===== src/fdxp_pkg.sv =====
// Package: register map, field layout, timing constants and types of the transfer block
package fdxp_pkg;
   // APB register byte offsets
   localparam logic [7:0] ADDR_CMD     = 8'h00;
   localparam logic [7:0] ADDR_DATA    = 8'h04;
   localparam logic [7:0] ADDR_CFG     = 8'h08;
   localparam logic [7:0] ADDR_PERP    = 8'h0C;
   localparam logic [7:0] ADDR_STATUS  = 8'h10;
   localparam logic [7:0] ADDR_RESULT  = 8'h14;
   localparam logic [7:0] ADDR_RATE    = 8'h18;
   localparam logic [7:0] ADDR_DIR     = 8'h1C;

   localparam int unsigned CLK_HZ       = 20_000_000;
   localparam int unsigned WAKE_SHORT_US = 10_000;
   localparam int unsigned WAKE_LONG_US  = 500_000;
   localparam int unsigned STEP_UNIT_US  = 500;
   localparam int unsigned WAKE_SHORT_CYC = CLK_HZ / 1_000_000 * WAKE_SHORT_US;
   localparam int unsigned WAKE_LONG_CYC  = CLK_HZ / 1_000_000 * WAKE_LONG_US;
   localparam int unsigned STEP_UNIT_CYC  = CLK_HZ / 1_000_000 * STEP_UNIT_US;

   localparam int unsigned CMD_BYTES    = 9;
   localparam int unsigned BASE_SECTOR  = 128;
   localparam logic [2:0]  MAX_SIZE_CODE = 3'h7;
   localparam logic [7:0]  FULL_LENGTH  = 8'hFF;
   localparam logic [7:0]  ERR_SEEK     = 8'h60;
   localparam logic [7:0]  ERR_BADCMD   = 8'h80;

   // Rate codes and tables
   localparam logic [1:0] RATE_1M   = 2'h3;
   localparam logic [1:0] RATE_500K = 2'h0;
   localparam logic [1:0] RATE_300K = 2'h2;
   localparam logic [1:0] RATE_250K = 2'h1;
   localparam logic [1:0] TBL_CONV  = 2'h0;
   localparam logic [1:0] TBL_TAPE  = 2'h1;
   localparam logic [1:0] TBL_RSVD  = 2'h2;

   typedef enum logic [2:0] {
      SPD_250K, SPD_300K, SPD_500K, SPD_1M, SPD_2M, SPD_NONE
   } fdxp_speed_t;

   typedef struct packed {
      logic       lock;
      logic       alt_format;
      logic       compat_status_mirror;
      logic       idle_flag_mask;
      logic       osc_shutoff;
      logic       auto_sleep_enable;
      logic       min_awake_time_select;
      logic       auto_seek_enable;
      logic       fifo_off;
      logic       polling_disable;
      logic [3:0] fifo_threshold;
      logic [7:0] precomp_first_track;
      logic [3:0] step_interval;
      logic       programmed_io_mode;
      logic       suppress_result_phase;
   } fdxp_cfg_t;

   localparam logic [3:0] FIFO_THR_DEFAULT = 4'h0;
   localparam logic [7:0] PRECOMP_FIRST_TRACK_DEFAULT   = 8'h00;

   typedef struct packed {
      logic       both_heads_track_mode;
      logic       double_density_select;
      logic       deleted_sector_skip;
      logic       want_deleted;
      logic [1:0] drive;
      logic       head;
      logic [7:0] cyl;
      logic [7:0] sector;
      logic [2:0] size_code;
      logic [7:0] last_sector;
      logic [7:0] short_transfer_length;
   } fdxp_cmd_t;

   typedef struct packed {
      logic       valid;
      logic       deleted;
      logic       crc_ok;
      logic [7:0] data;
   } fdxp_disk_t;
endpackage


===== src/fdxp_read.sv =====
// Read-data transfer engine with configuration registers on APB
`timescale 1ns/1ps
`default_nettype none
// How it works
// - Rate code maps through chosen table; tape 10 means 2 Mbps, reads back 11.
// - Alternate format bit is only stored and read back, no logic uses it; resets to zero.
// - Lock bit keeps fifo and precomp settings through a software reset.
// - Auto sleep awake time 10 ms or 0.5 s, halved at 2 Mbps.
// - Both-heads mode continues from last head 0 sector to head 1.
// - Sector length is 128 shifted by size code 0 to 7.
// - Programmed io raises a request per byte, else DMA handshake.
// - Suppress result flag skips the result phase.
// - Perpendicular flags update only with the write allow bit.
// - Oscillator shutoff bit disables internal oscillator.
// - Compat mirror shows sleep and idle in bits 5,6 unless masked.
// - Per drive precomp bypass removes precompensation delay.
// - Polling disable bit stops drive polling.
// - Skip flag passes over sectors of the unwanted mark type.
// - Step interval in 0.5 ms units, scaled by data rate.
// - Precompensation applies from programmed first track upward.
// - Implied seek holds drive busy; failure reports error and cylinder.
// - Nine command bytes; load head, settle, match ID, move data.
// - After each sector before the last, increment sector number and continue.
// - Terminal count stops delivery; finish sector, check CRC, end.
// - Size zero transfers short length bytes but reads full sector.
module fdxp_read #(
   parameter int unsigned WAKE_SHORT = fdxp_pkg::WAKE_SHORT_CYC,
   parameter int unsigned WAKE_LONG  = fdxp_pkg::WAKE_LONG_CYC,
   parameter int unsigned STEP_UNIT  = fdxp_pkg::STEP_UNIT_CYC,
   parameter int unsigned SETTLE     = 16
) (
   input  wire logic              pclk,
   input  wire logic              presetn,
   input  wire logic              psel,
   input  wire logic              penable,
   input  wire logic              pwrite,
   input  wire logic [7:0]        paddr,
   input  wire logic [31:0]       pwdata,
   output logic [31:0]            prdata,
   output logic                   pready,
   output logic                   pslverr,
   input  wire fdxp_pkg::fdxp_disk_t disk_in,
   input  wire logic              transfer_end_signal,
   input  wire logic              dma_acknowledge_n,
   input  wire logic              seek_done,
   input  wire logic              seek_fail,
   output logic                   dma_request,
   output logic                   byte_irq,
   output logic                   seek_start,
   output logic [7:0]             seek_cyl,
   output logic                   step_tick,
   output logic                   osc_enable,
   output logic                   polling_enable,
   output logic                   precomp_active,
   output logic                   awake,
   output logic                   head_loaded
);
   import fdxp_pkg::*;

   typedef enum logic [2:0] {
      ST_IDLE, ST_SEEK, ST_SETTLE, ST_SCAN, ST_DATA, ST_RESULT
   } fdxp_state_t;

   fdxp_state_t state;
   fdxp_cfg_t   cfg;
   fdxp_cmd_t   cmd;
   logic [1:0]  rate_code;
   logic [1:0]  rate_table;
   logic [3:0]  per_drive_perp_flags;
   logic [3:0]  precomp_bypass;
   logic [3:0]  cmd_count;
   logic [7:0]  data_hold;
   logic        data_full;
   logic [14:0] byte_count;
   logic        delivering;
   logic        stopping;
   logic [7:0]  result_status_0;
   logic [7:0]  result_cyl;
   logic [7:0]  settle_cnt;
   logic [31:0] wake_cnt;
   logic [31:0] step_cnt;
   logic [3:0]  busy_drive;
   logic        cmd_done;
   logic        soft_reset;
   logic        te_s1;
   logic        te_s2;
   logic        ack_s1;
   logic        ack_s2;

   wire wr = psel && penable && pwrite;
   wire rd = psel && penable && !pwrite;
   wire data_rd = rd && paddr == ADDR_DATA;
   wire data_taken = data_full && (cfg.programmed_io_mode ? data_rd : !ack_s2);

   // Sector length and transferred count
   wire [14:0] sector_len = 15'(BASE_SECTOR) << cmd.size_code;
   wire [14:0] xfer_len   = (cmd.size_code == 3'h0) ?
                            {7'h00, cmd.short_transfer_length} : sector_len;
   wire last_hit   = cmd.sector == cmd.last_sector;
   wire sector_end = disk_in.valid && byte_count == sector_len - 15'h1;
   wire match_skip = cmd.deleted_sector_skip && (disk_in.deleted != cmd.want_deleted);

   // Rate decode
   fdxp_speed_t speed;
   logic [1:0]  rate_readback;
   always_comb begin
      speed = SPD_NONE;
      rate_readback = rate_code;
      case (rate_code)
         RATE_1M:   speed = SPD_1M;
         RATE_500K: speed = SPD_500K;
         RATE_300K: speed = (rate_table == TBL_TAPE) ? SPD_2M : SPD_300K;
         RATE_250K: speed = SPD_250K;
         default:   speed = SPD_NONE;
      endcase
      if (rate_table == TBL_TAPE && rate_code == RATE_300K) rate_readback = RATE_1M;
      if (rate_table == TBL_RSVD) speed = SPD_NONE;
   end

   // Terminal count and DMA acknowledge inputs through two flip-flops
   always_ff @(posedge pclk or negedge presetn) begin
      if (!presetn) begin
         te_s1  <= 1'b0;
         te_s2  <= 1'b0;
         ack_s1 <= 1'b1;
         ack_s2 <= 1'b1;
      end else begin
         te_s1  <= transfer_end_signal;
         te_s2  <= te_s1;
         ack_s1 <= dma_acknowledge_n;
         ack_s2 <= ack_s1;
      end
   end

   assign soft_reset = wr && paddr == ADDR_RATE && pwdata[7];

   // Configuration registers
   always_ff @(posedge pclk or negedge presetn) begin
      if (!presetn) begin
         cfg        <= '0;
         rate_code  <= RATE_500K;
         rate_table <= TBL_CONV;
         per_drive_perp_flags <= 4'h0;
         precomp_bypass <= 4'h0;
      end else if (soft_reset) begin
         rate_code <= RATE_500K;
         if (!cfg.lock) begin
            cfg.fifo_off            <= 1'b0;
            cfg.fifo_threshold      <= FIFO_THR_DEFAULT;
            cfg.precomp_first_track <= PRECOMP_FIRST_TRACK_DEFAULT;
         end
      end else if (wr) begin
         case (paddr)
            ADDR_CFG: begin
               cfg.lock                  <= pwdata[0];
               cfg.alt_format            <= pwdata[1];
               cfg.compat_status_mirror  <= pwdata[2];
               cfg.idle_flag_mask        <= pwdata[4];
               cfg.osc_shutoff           <= pwdata[5];
               cfg.auto_sleep_enable     <= pwdata[6];
               cfg.min_awake_time_select <= pwdata[7];
               cfg.auto_seek_enable      <= pwdata[8];
               cfg.fifo_off              <= pwdata[9];
               cfg.polling_disable       <= pwdata[10];
               cfg.programmed_io_mode    <= pwdata[11];
               cfg.suppress_result_phase <= pwdata[12];
               cfg.fifo_threshold        <= pwdata[19:16];
               cfg.step_interval         <= pwdata[23:20];
               cfg.precomp_first_track   <= pwdata[31:24];
            end
            ADDR_PERP: begin
               if (pwdata[7]) per_drive_perp_flags <= pwdata[5:2];
               precomp_bypass <= pwdata[11:8];
            end
            ADDR_RATE: begin
               rate_code  <= pwdata[1:0];
               rate_table <= pwdata[3:2];
            end
            default: ;
         endcase
      end
   end

   // Command byte collection: nine bytes starting a read
   always_ff @(posedge pclk or negedge presetn) begin
      if (!presetn) begin
         cmd       <= '0;
         cmd_count <= 4'h0;
         cmd_done  <= 1'b0;
      end else begin
         cmd_done <= 1'b0;
         if (state == ST_DATA && sector_end && !stopping && !last_hit)
            cmd.sector <= cmd.sector + 8'h01;
         if (state == ST_DATA && sector_end && !stopping && last_hit &&
             cmd.both_heads_track_mode && !cmd.head) begin
            cmd.head   <= 1'b1;
            cmd.sector <= 8'h01;
         end
         if (wr && paddr == ADDR_CMD && state == ST_IDLE) begin
            case (cmd_count)
               4'h0: begin
                  cmd.both_heads_track_mode <= pwdata[7];
                  cmd.double_density_select <= pwdata[6];
                  cmd.deleted_sector_skip   <= pwdata[5];
                  cmd.want_deleted          <= pwdata[3];
               end
               4'h1: begin
                  cmd.head  <= pwdata[2];
                  cmd.drive <= pwdata[1:0];
               end
               4'h2: cmd.cyl <= pwdata[7:0];
               4'h4: cmd.sector <= pwdata[7:0];
               4'h5: cmd.size_code <= (pwdata[7:0] > 8'(MAX_SIZE_CODE)) ?
                                      MAX_SIZE_CODE : pwdata[2:0];
               4'h6: cmd.last_sector <= pwdata[7:0];
               4'h8: cmd.short_transfer_length <= pwdata[7:0];
               default: ;
            endcase
            if (cmd_count == 4'(CMD_BYTES - 1)) begin
               cmd_count <= 4'h0;
               cmd_done  <= 1'b1;
            end else begin
               cmd_count <= cmd_count + 4'h1;
            end
         end
      end
   end

   // Sequencer
   always_ff @(posedge pclk or negedge presetn) begin
      if (!presetn) begin
         state       <= ST_IDLE;
         seek_start  <= 1'b0;
         seek_cyl    <= 8'h00;
         settle_cnt  <= 8'h00;
         byte_count  <= 15'h0000;
         delivering  <= 1'b0;
         stopping    <= 1'b0;
         head_loaded <= 1'b0;
         busy_drive  <= 4'h0;
         result_status_0 <= 8'h00;
         result_cyl  <= 8'h00;
      end else begin
         seek_start <= 1'b0;
         case (state)
            ST_IDLE: if (cmd_done) begin
               result_status_0 <= 8'h00;
               stopping <= 1'b0;
               if (cfg.auto_seek_enable) begin
                  state      <= ST_SEEK;
                  seek_start <= 1'b1;
                  seek_cyl   <= cmd.cyl;
                  busy_drive <= 4'h1 << cmd.drive;
               end else begin
                  state      <= ST_SETTLE;
               end
               settle_cnt <= head_loaded ? 8'(SETTLE) : 8'h00;
            end
            ST_SEEK: if (seek_fail) begin
               result_status_0 <= ERR_SEEK;
               result_cyl <= cmd.cyl;
               busy_drive <= 4'h0;
               state <= ST_RESULT;
            end else if (seek_done) begin
               busy_drive <= 4'h0;
               state <= ST_SETTLE;
            end
            ST_SETTLE: begin
               head_loaded <= 1'b1;
               if (settle_cnt == 8'(SETTLE)) state <= ST_SCAN;
               else settle_cnt <= settle_cnt + 8'h01;
            end
            ST_SCAN: if (disk_in.valid && disk_in.data == cmd.sector) begin
               state      <= ST_DATA;
               byte_count <= 15'h0000;
               delivering <= !match_skip;
            end
            ST_DATA: if (disk_in.valid) begin
               byte_count <= byte_count + 15'h1;
               if (byte_count == xfer_len - 15'h1) delivering <= 1'b0;
               if (te_s2 || (data_full && !data_taken)) begin
                  delivering <= 1'b0;
                  stopping   <= 1'b1;
               end
               if (sector_end) begin
                  if (!disk_in.crc_ok) result_status_0 <= 8'h40;
                  if (stopping || !disk_in.crc_ok ||
                      (last_hit && !(cmd.both_heads_track_mode && !cmd.head)))
                     state <= ST_RESULT;
                  else
                     state <= ST_SCAN;
                  result_cyl <= cmd.cyl;
               end
            end
            ST_RESULT: if (cfg.suppress_result_phase ||
                           (rd && paddr == ADDR_RESULT)) state <= ST_IDLE;
            default: state <= ST_IDLE;
         endcase
      end
   end

   // Byte hand-off to host or DMA
   always_ff @(posedge pclk or negedge presetn) begin
      if (!presetn) begin
         data_hold   <= 8'h00;
         data_full   <= 1'b0;
         dma_request <= 1'b0;
         byte_irq    <= 1'b0;
      end else begin
         if (data_taken) data_full <= 1'b0;
         if (state == ST_DATA && disk_in.valid && delivering && !stopping && !te_s2 &&
             (!data_full || data_taken)) begin
            data_hold <= disk_in.data;
            data_full <= 1'b1;
         end
         dma_request <= !cfg.programmed_io_mode && data_full && !data_taken;
         byte_irq    <= cfg.programmed_io_mode && data_full && !data_taken;
      end
   end

   // Awake window and step timer
   wire [31:0] wake_len_full = cfg.min_awake_time_select ? WAKE_LONG : WAKE_SHORT;
   wire [31:0] wake_len = (speed == SPD_2M) ? (wake_len_full >> 1) : wake_len_full;
   wire [31:0] step_len = STEP_UNIT * (32'(cfg.step_interval) + 32'h1);
   logic [31:0] step_scaled;
   always_comb begin
      case (speed)
         SPD_500K: step_scaled = step_len << 1;
         SPD_300K: step_scaled = (step_len * 32'hA) / 32'h3;
         SPD_250K: step_scaled = step_len << 2;
         SPD_2M:   step_scaled = step_len >> 1;
         default:  step_scaled = step_len;
      endcase
   end

   always_ff @(posedge pclk or negedge presetn) begin
      if (!presetn) begin
         wake_cnt <= 32'h0;
         awake    <= 1'b1;
         step_cnt <= 32'h0;
         step_tick <= 1'b0;
      end else begin
         if (state != ST_IDLE || !cfg.auto_sleep_enable) begin
            wake_cnt <= 32'h0;
            awake    <= 1'b1;
         end else if (wake_cnt >= wake_len) begin
            awake <= 1'b0;
         end else begin
            wake_cnt <= wake_cnt + 32'h1;
         end
         step_tick <= 1'b0;
         if (state != ST_SEEK || step_cnt >= step_scaled - 32'h1) begin
            step_cnt  <= 32'h0;
            step_tick <= state == ST_SEEK;
         end else begin
            step_cnt <= step_cnt + 32'h1;
         end
      end
   end

   // Drive-facing levels
   always_ff @(posedge pclk or negedge presetn) begin
      if (!presetn) begin
         osc_enable     <= 1'b1;
         polling_enable <= 1'b1;
         precomp_active <= 1'b0;
      end else begin
         osc_enable     <= !cfg.osc_shutoff;
         polling_enable <= !cfg.polling_disable;
         precomp_active <= !precomp_bypass[cmd.drive] &&
                           cmd.cyl >= cfg.precomp_first_track;
      end
   end

   // APB read side, single-cycle answer
   logic [31:0] rd_mux;
   always_comb begin
      rd_mux = 32'h0;
      case (paddr)
         ADDR_DATA:   rd_mux = {24'h0, data_hold};
         ADDR_CFG:    rd_mux = {cfg.precomp_first_track, cfg.step_interval,
                                cfg.fifo_threshold, 3'h0, cfg.suppress_result_phase,
                                cfg.programmed_io_mode, cfg.polling_disable,
                                cfg.fifo_off, cfg.auto_seek_enable,
                                cfg.min_awake_time_select, cfg.auto_sleep_enable,
                                cfg.osc_shutoff, cfg.idle_flag_mask, 1'b0,
                                cfg.compat_status_mirror, cfg.alt_format, cfg.lock};
         ADDR_PERP:   rd_mux = {20'h0, precomp_bypass, 2'h0, per_drive_perp_flags, 2'h0};
         ADDR_STATUS: rd_mux = {20'h0, busy_drive, 1'b0, 3'(state), data_full,
                                head_loaded, awake, stopping};
         ADDR_RESULT: rd_mux = {8'h0, cmd.sector, result_cyl, result_status_0};
         ADDR_RATE:   rd_mux = {28'h0, rate_table, rate_readback};
         ADDR_DIR:    if (cfg.compat_status_mirror && !cfg.idle_flag_mask)
                         rd_mux = {25'h0, state == ST_IDLE, !awake, 5'h00};
         default:     rd_mux = 32'h0;
      endcase
   end

   always_ff @(posedge pclk or negedge presetn) begin
      if (!presetn) begin
         prdata  <= 32'h0;
         pready  <= 1'b0;
         pslverr <= 1'b0;
      end else begin
         pready  <= psel && !penable;
         prdata  <= rd_mux;
         pslverr <= psel && !penable && (paddr[1:0] != 2'h0 || paddr > ADDR_DIR);
      end
   end
endmodule
`default_nettype wire


===== config.mk =====
export PLATFORM = sky130hd
export DESIGN_NAME = fdxp_read
export DESIGN_NICKNAME = d
export VERILOG_FILES = /design/src/fdxp_pkg.sv /design/src/fdxp_read.sv
export SDC_FILE = /design/constraint.sdc
export NUM_CORES = 1
export LEC_CHECK = 0
export BUFFER_PORTS_ARGS = -buffer_cell sky130_fd_sc_hd__buf_2
export CAP_MARGIN = 30
export CORE_AREA = 4 4 276 278
export DETAILED_ROUTE_END_ITERATION = 8
export DIE_AREA = 0 0 280 282
export PLACE_DENSITY_LB_ADDON = 0.12
export SYNTH_ARGS = -nofsm -noshare
export SYNTH_HDL_FRONTEND = slang
export SYNTH_SLANG_ARGS = --single-unit

===== constraint.sdc =====
create_clock -name pclk -period 31.7 [get_ports pclk]
set_input_delay 9.51 -clock pclk [delete_from_list [all_inputs] [get_ports pclk]]
set_output_delay 9.51 -clock pclk [all_outputs]
set_load 0.03 [all_outputs]

==> impl_metrics.yaml <==
cts:
  cts_tree: "built"
  numCtsBuffers: 30
  htree_levels: 1
  clk_pin_slew_worst_paths_ns: 0.06
  ctsHoldBuffers: 0
  clock_path_buffers: 3
  clkLatencyLatePin_ns: 0.56
  root_buffer: "clkbuf_16"
  cts_sinks: 256
cells_and_area:
  final_common_cell: "nand2_1"
  layout_common_cells: "298 x nand2_1, 288 x nor2_1, 249 x dfrtp_1"
  stdcell_count: 4287
  area_delta_synth_final_pct: 15.4
  drive_gt1_share_pct: 18.5
  final_core_util_pct: 40.0
  fin_nets: 3502
worst_setup_path:
  worstSetupEndpoint: "step_cnt[4]"
  reg2reg_slack_ns: 2.10
  cp_common_cell: "a21oi_1"
  critPathTopFamily: "compound AO/OA/AOI/OAI gates"
  cp.required_ns: 32.17
  cp-start-kind: "register"
  startpoint: "cfg[3]"
  cp.arrival_ns: 30.07
  endpoint_kind: "register"
  critPathBufInv: 11
  rr_worst_depth: 134
  rr_startpoint: "cfg[3]"
  slowest_delay_ns: 0.58
  path_max_fanout: 31
  slowest_stage: "or4_4"
  cp_num_cells: 134
  crit_type: "register to register"
  r2r_end: "step_cnt[4]"
die:
  num_rows: 100
  die-area_mm2: 0.0790
  coreArea_mm2: 0.0739
  die_w_um: 280
  die_h_um: 282
  io_pins: 111
  initial_core_util_pct: 34.7
timing:
  setup_viol_count_final: 0
  slew_headroom_pct: 26.9
  finalHoldViolCount: 0
  skew_ns: 0.0209
  tightest_slew_ns: 1.10
  fmax_ghz: 0.0338
  setup_slack_ns: 2.10
  drv_slew: 0
  finalCritPeriodShare_pct: 93.4
  tns_ns: 0
  period_needed_ns: 29.60
min_path:
  hp-class: "register to register"
placed_design:
  place_hpwl_um: 70400
  gp_congestion: 0.907
  io_buffers: 107
  dp_slack_ns: 0.620
  dp_cells: 4209
global_routing:
  grt_max_degree: 140
  antenna_found_initial: 4
  grt_pass1_wl_um: 141000
  overflow: 0
  grt_pass1_vias: 24300
  grtUsageTotal_pct: 21.9
drt:
  drt-vias-per-instance: 5.89
  ant_nets: 0
  post_drt_wl_per_cell_um: 20.9
  wl_um: 89500
  drtIter0Drc: 1957
  dr_total_vias: 25300
  dr.pass1.iters: 5
  drc: 0
synth:
  synth.avg_cell_area_um2: 8.20
  synthArstFlopShare_pct: 100
  syn-instance-count: 3124
  syn-num-nets: 3333
  synth.distinct_cells: 134
  ys.warnings.count: 0
  ys_seq_area_share_pct: 25.0
  netlist_area_mm2: 0.0256
  synthFlopType: "dfrtp_1"
  ys_ff_latch: 256
  synth_edf_count: 0
status:
  status: "finished, final reports clean"
run:
  max_cap_viol_count: 0
==> sequential cells by signal (all words and copies together) (netlist names), 2 cells and up <==
register,count
per_drive_perp_flags,4
precomp_bypass,4
settle_cnt,8
rate_code,2
wake_cnt,32
cmd,41
data_hold,8
busy_drive,4
byte_count,15
result_cyl,8
cmd_count,4
cfg,28
rate_table,2
state,3
seek_cyl,8
prdata,32
step_cnt,32
result_status_0,2
==> what timing repair did <==
action / CTS / global route
endpoints found under the setup margin: 0 / 33
resized for setup: 0 / 84
setup buffers: 0 / 20
==> routing by layer <==
layer  vias to the layer above  share of wire, %  track usage, %
li1                      12100                 -               -
met2                       793                43            34.0
met5                         -             0.015               0
met4                         2               2.2            4.93
met1                     12300                48            31.6
met3                        98               7.0            4.36
==> worst min-delay path by stage <==
stage                       from      to  slack (ns)  cells after the start
after floorplan            te_s1   te_s2        0.33                      0
after global placement     te_s1   te_s2        0.34                      0
after detailed placement   te_s1   te_s2        0.33                      0
after CTS                  te_s1   te_s2        0.35                      0
after global routing      ack_s1  ack_s2        0.37                      0
final                      te_s1   te_s2        0.35                      0
==> synthesized netlist by cell type, types with 51 or more instances <==
library cell | instances | share of area, %
a21oi_1 | 172 | 3.4
a31oi_1 | 56 | 1.4
and3_1 | 51 | 1.2
clkbuf_1 | 97 | 1.4
dfrtp_1 | 251 | 25
ha_1 | 144 | 7.0
inv_1 | 80 | 1.2
mux2_2 | 80 | 3.5
nand2_1 | 299 | 4.4
nand3_1 | 120 | 2.3
nand4_1 | 55 | 1.3
nor2_1 | 291 | 4.3
nor3_1 | 90 | 1.8
o21ai_0 | 154 | 3.0
xnor2_1 | 138 | 4.7
xor2_1 | 102 | 3.5
==> metrics by stage <==
stage / hold WS [ns] / cell area, µm²
after detailed placement: 0.335 / 27900
after CTS: 0.348 / 29000
after global routing: 0.367 / 29600
after floorplan: 0.331 / 25600
final: 0.346 / 29600
after global placement: 0.337 / 27900
==> final cells by class <==
| cell class | instances | area [µm²] |
|---|---|---|
| repair buffers | 273 | 1820 |
| multi-input cells | 2647 | 18800 |
| diodes | 2 | 5.00 |
| clock inverters | 15 | 155 |
| clock buffers | 40 | 880 |
| well taps | 969 | 1210 |
| fillers | 7490 | 44400 |
| inverters | 85 | 323 |
| flip-flops and latches | 256 | 6410 |
==> cell families (layout without fill, tap and decap cells) <==
| kind of cell | Yosys count | in the layout | synth area share (%) |
|---|---|---|---|
| AO/OA/AOI/OAI | 885 | 885 | 25.3 |
| adder cells (fa/ha/maj) | 151 | 151 | 7.50 |
| AND/OR/NAND/NOR | 1257 | 1257 | 25.4 |
| XOR/XNOR | 247 | 247 | 8.67 |
| multiplexers | 107 | 107 | 4.64 |
| flip-flops | 256 | 256 | 25.0 |
| other | 0 | 2 | 0 |
| buffers and inverters | 221 | 413 | 3.48 |
Power is left out: the tool's default activity adds up to more than one toggle a clock period on the data nets, which glitch-free logic cannot reach.
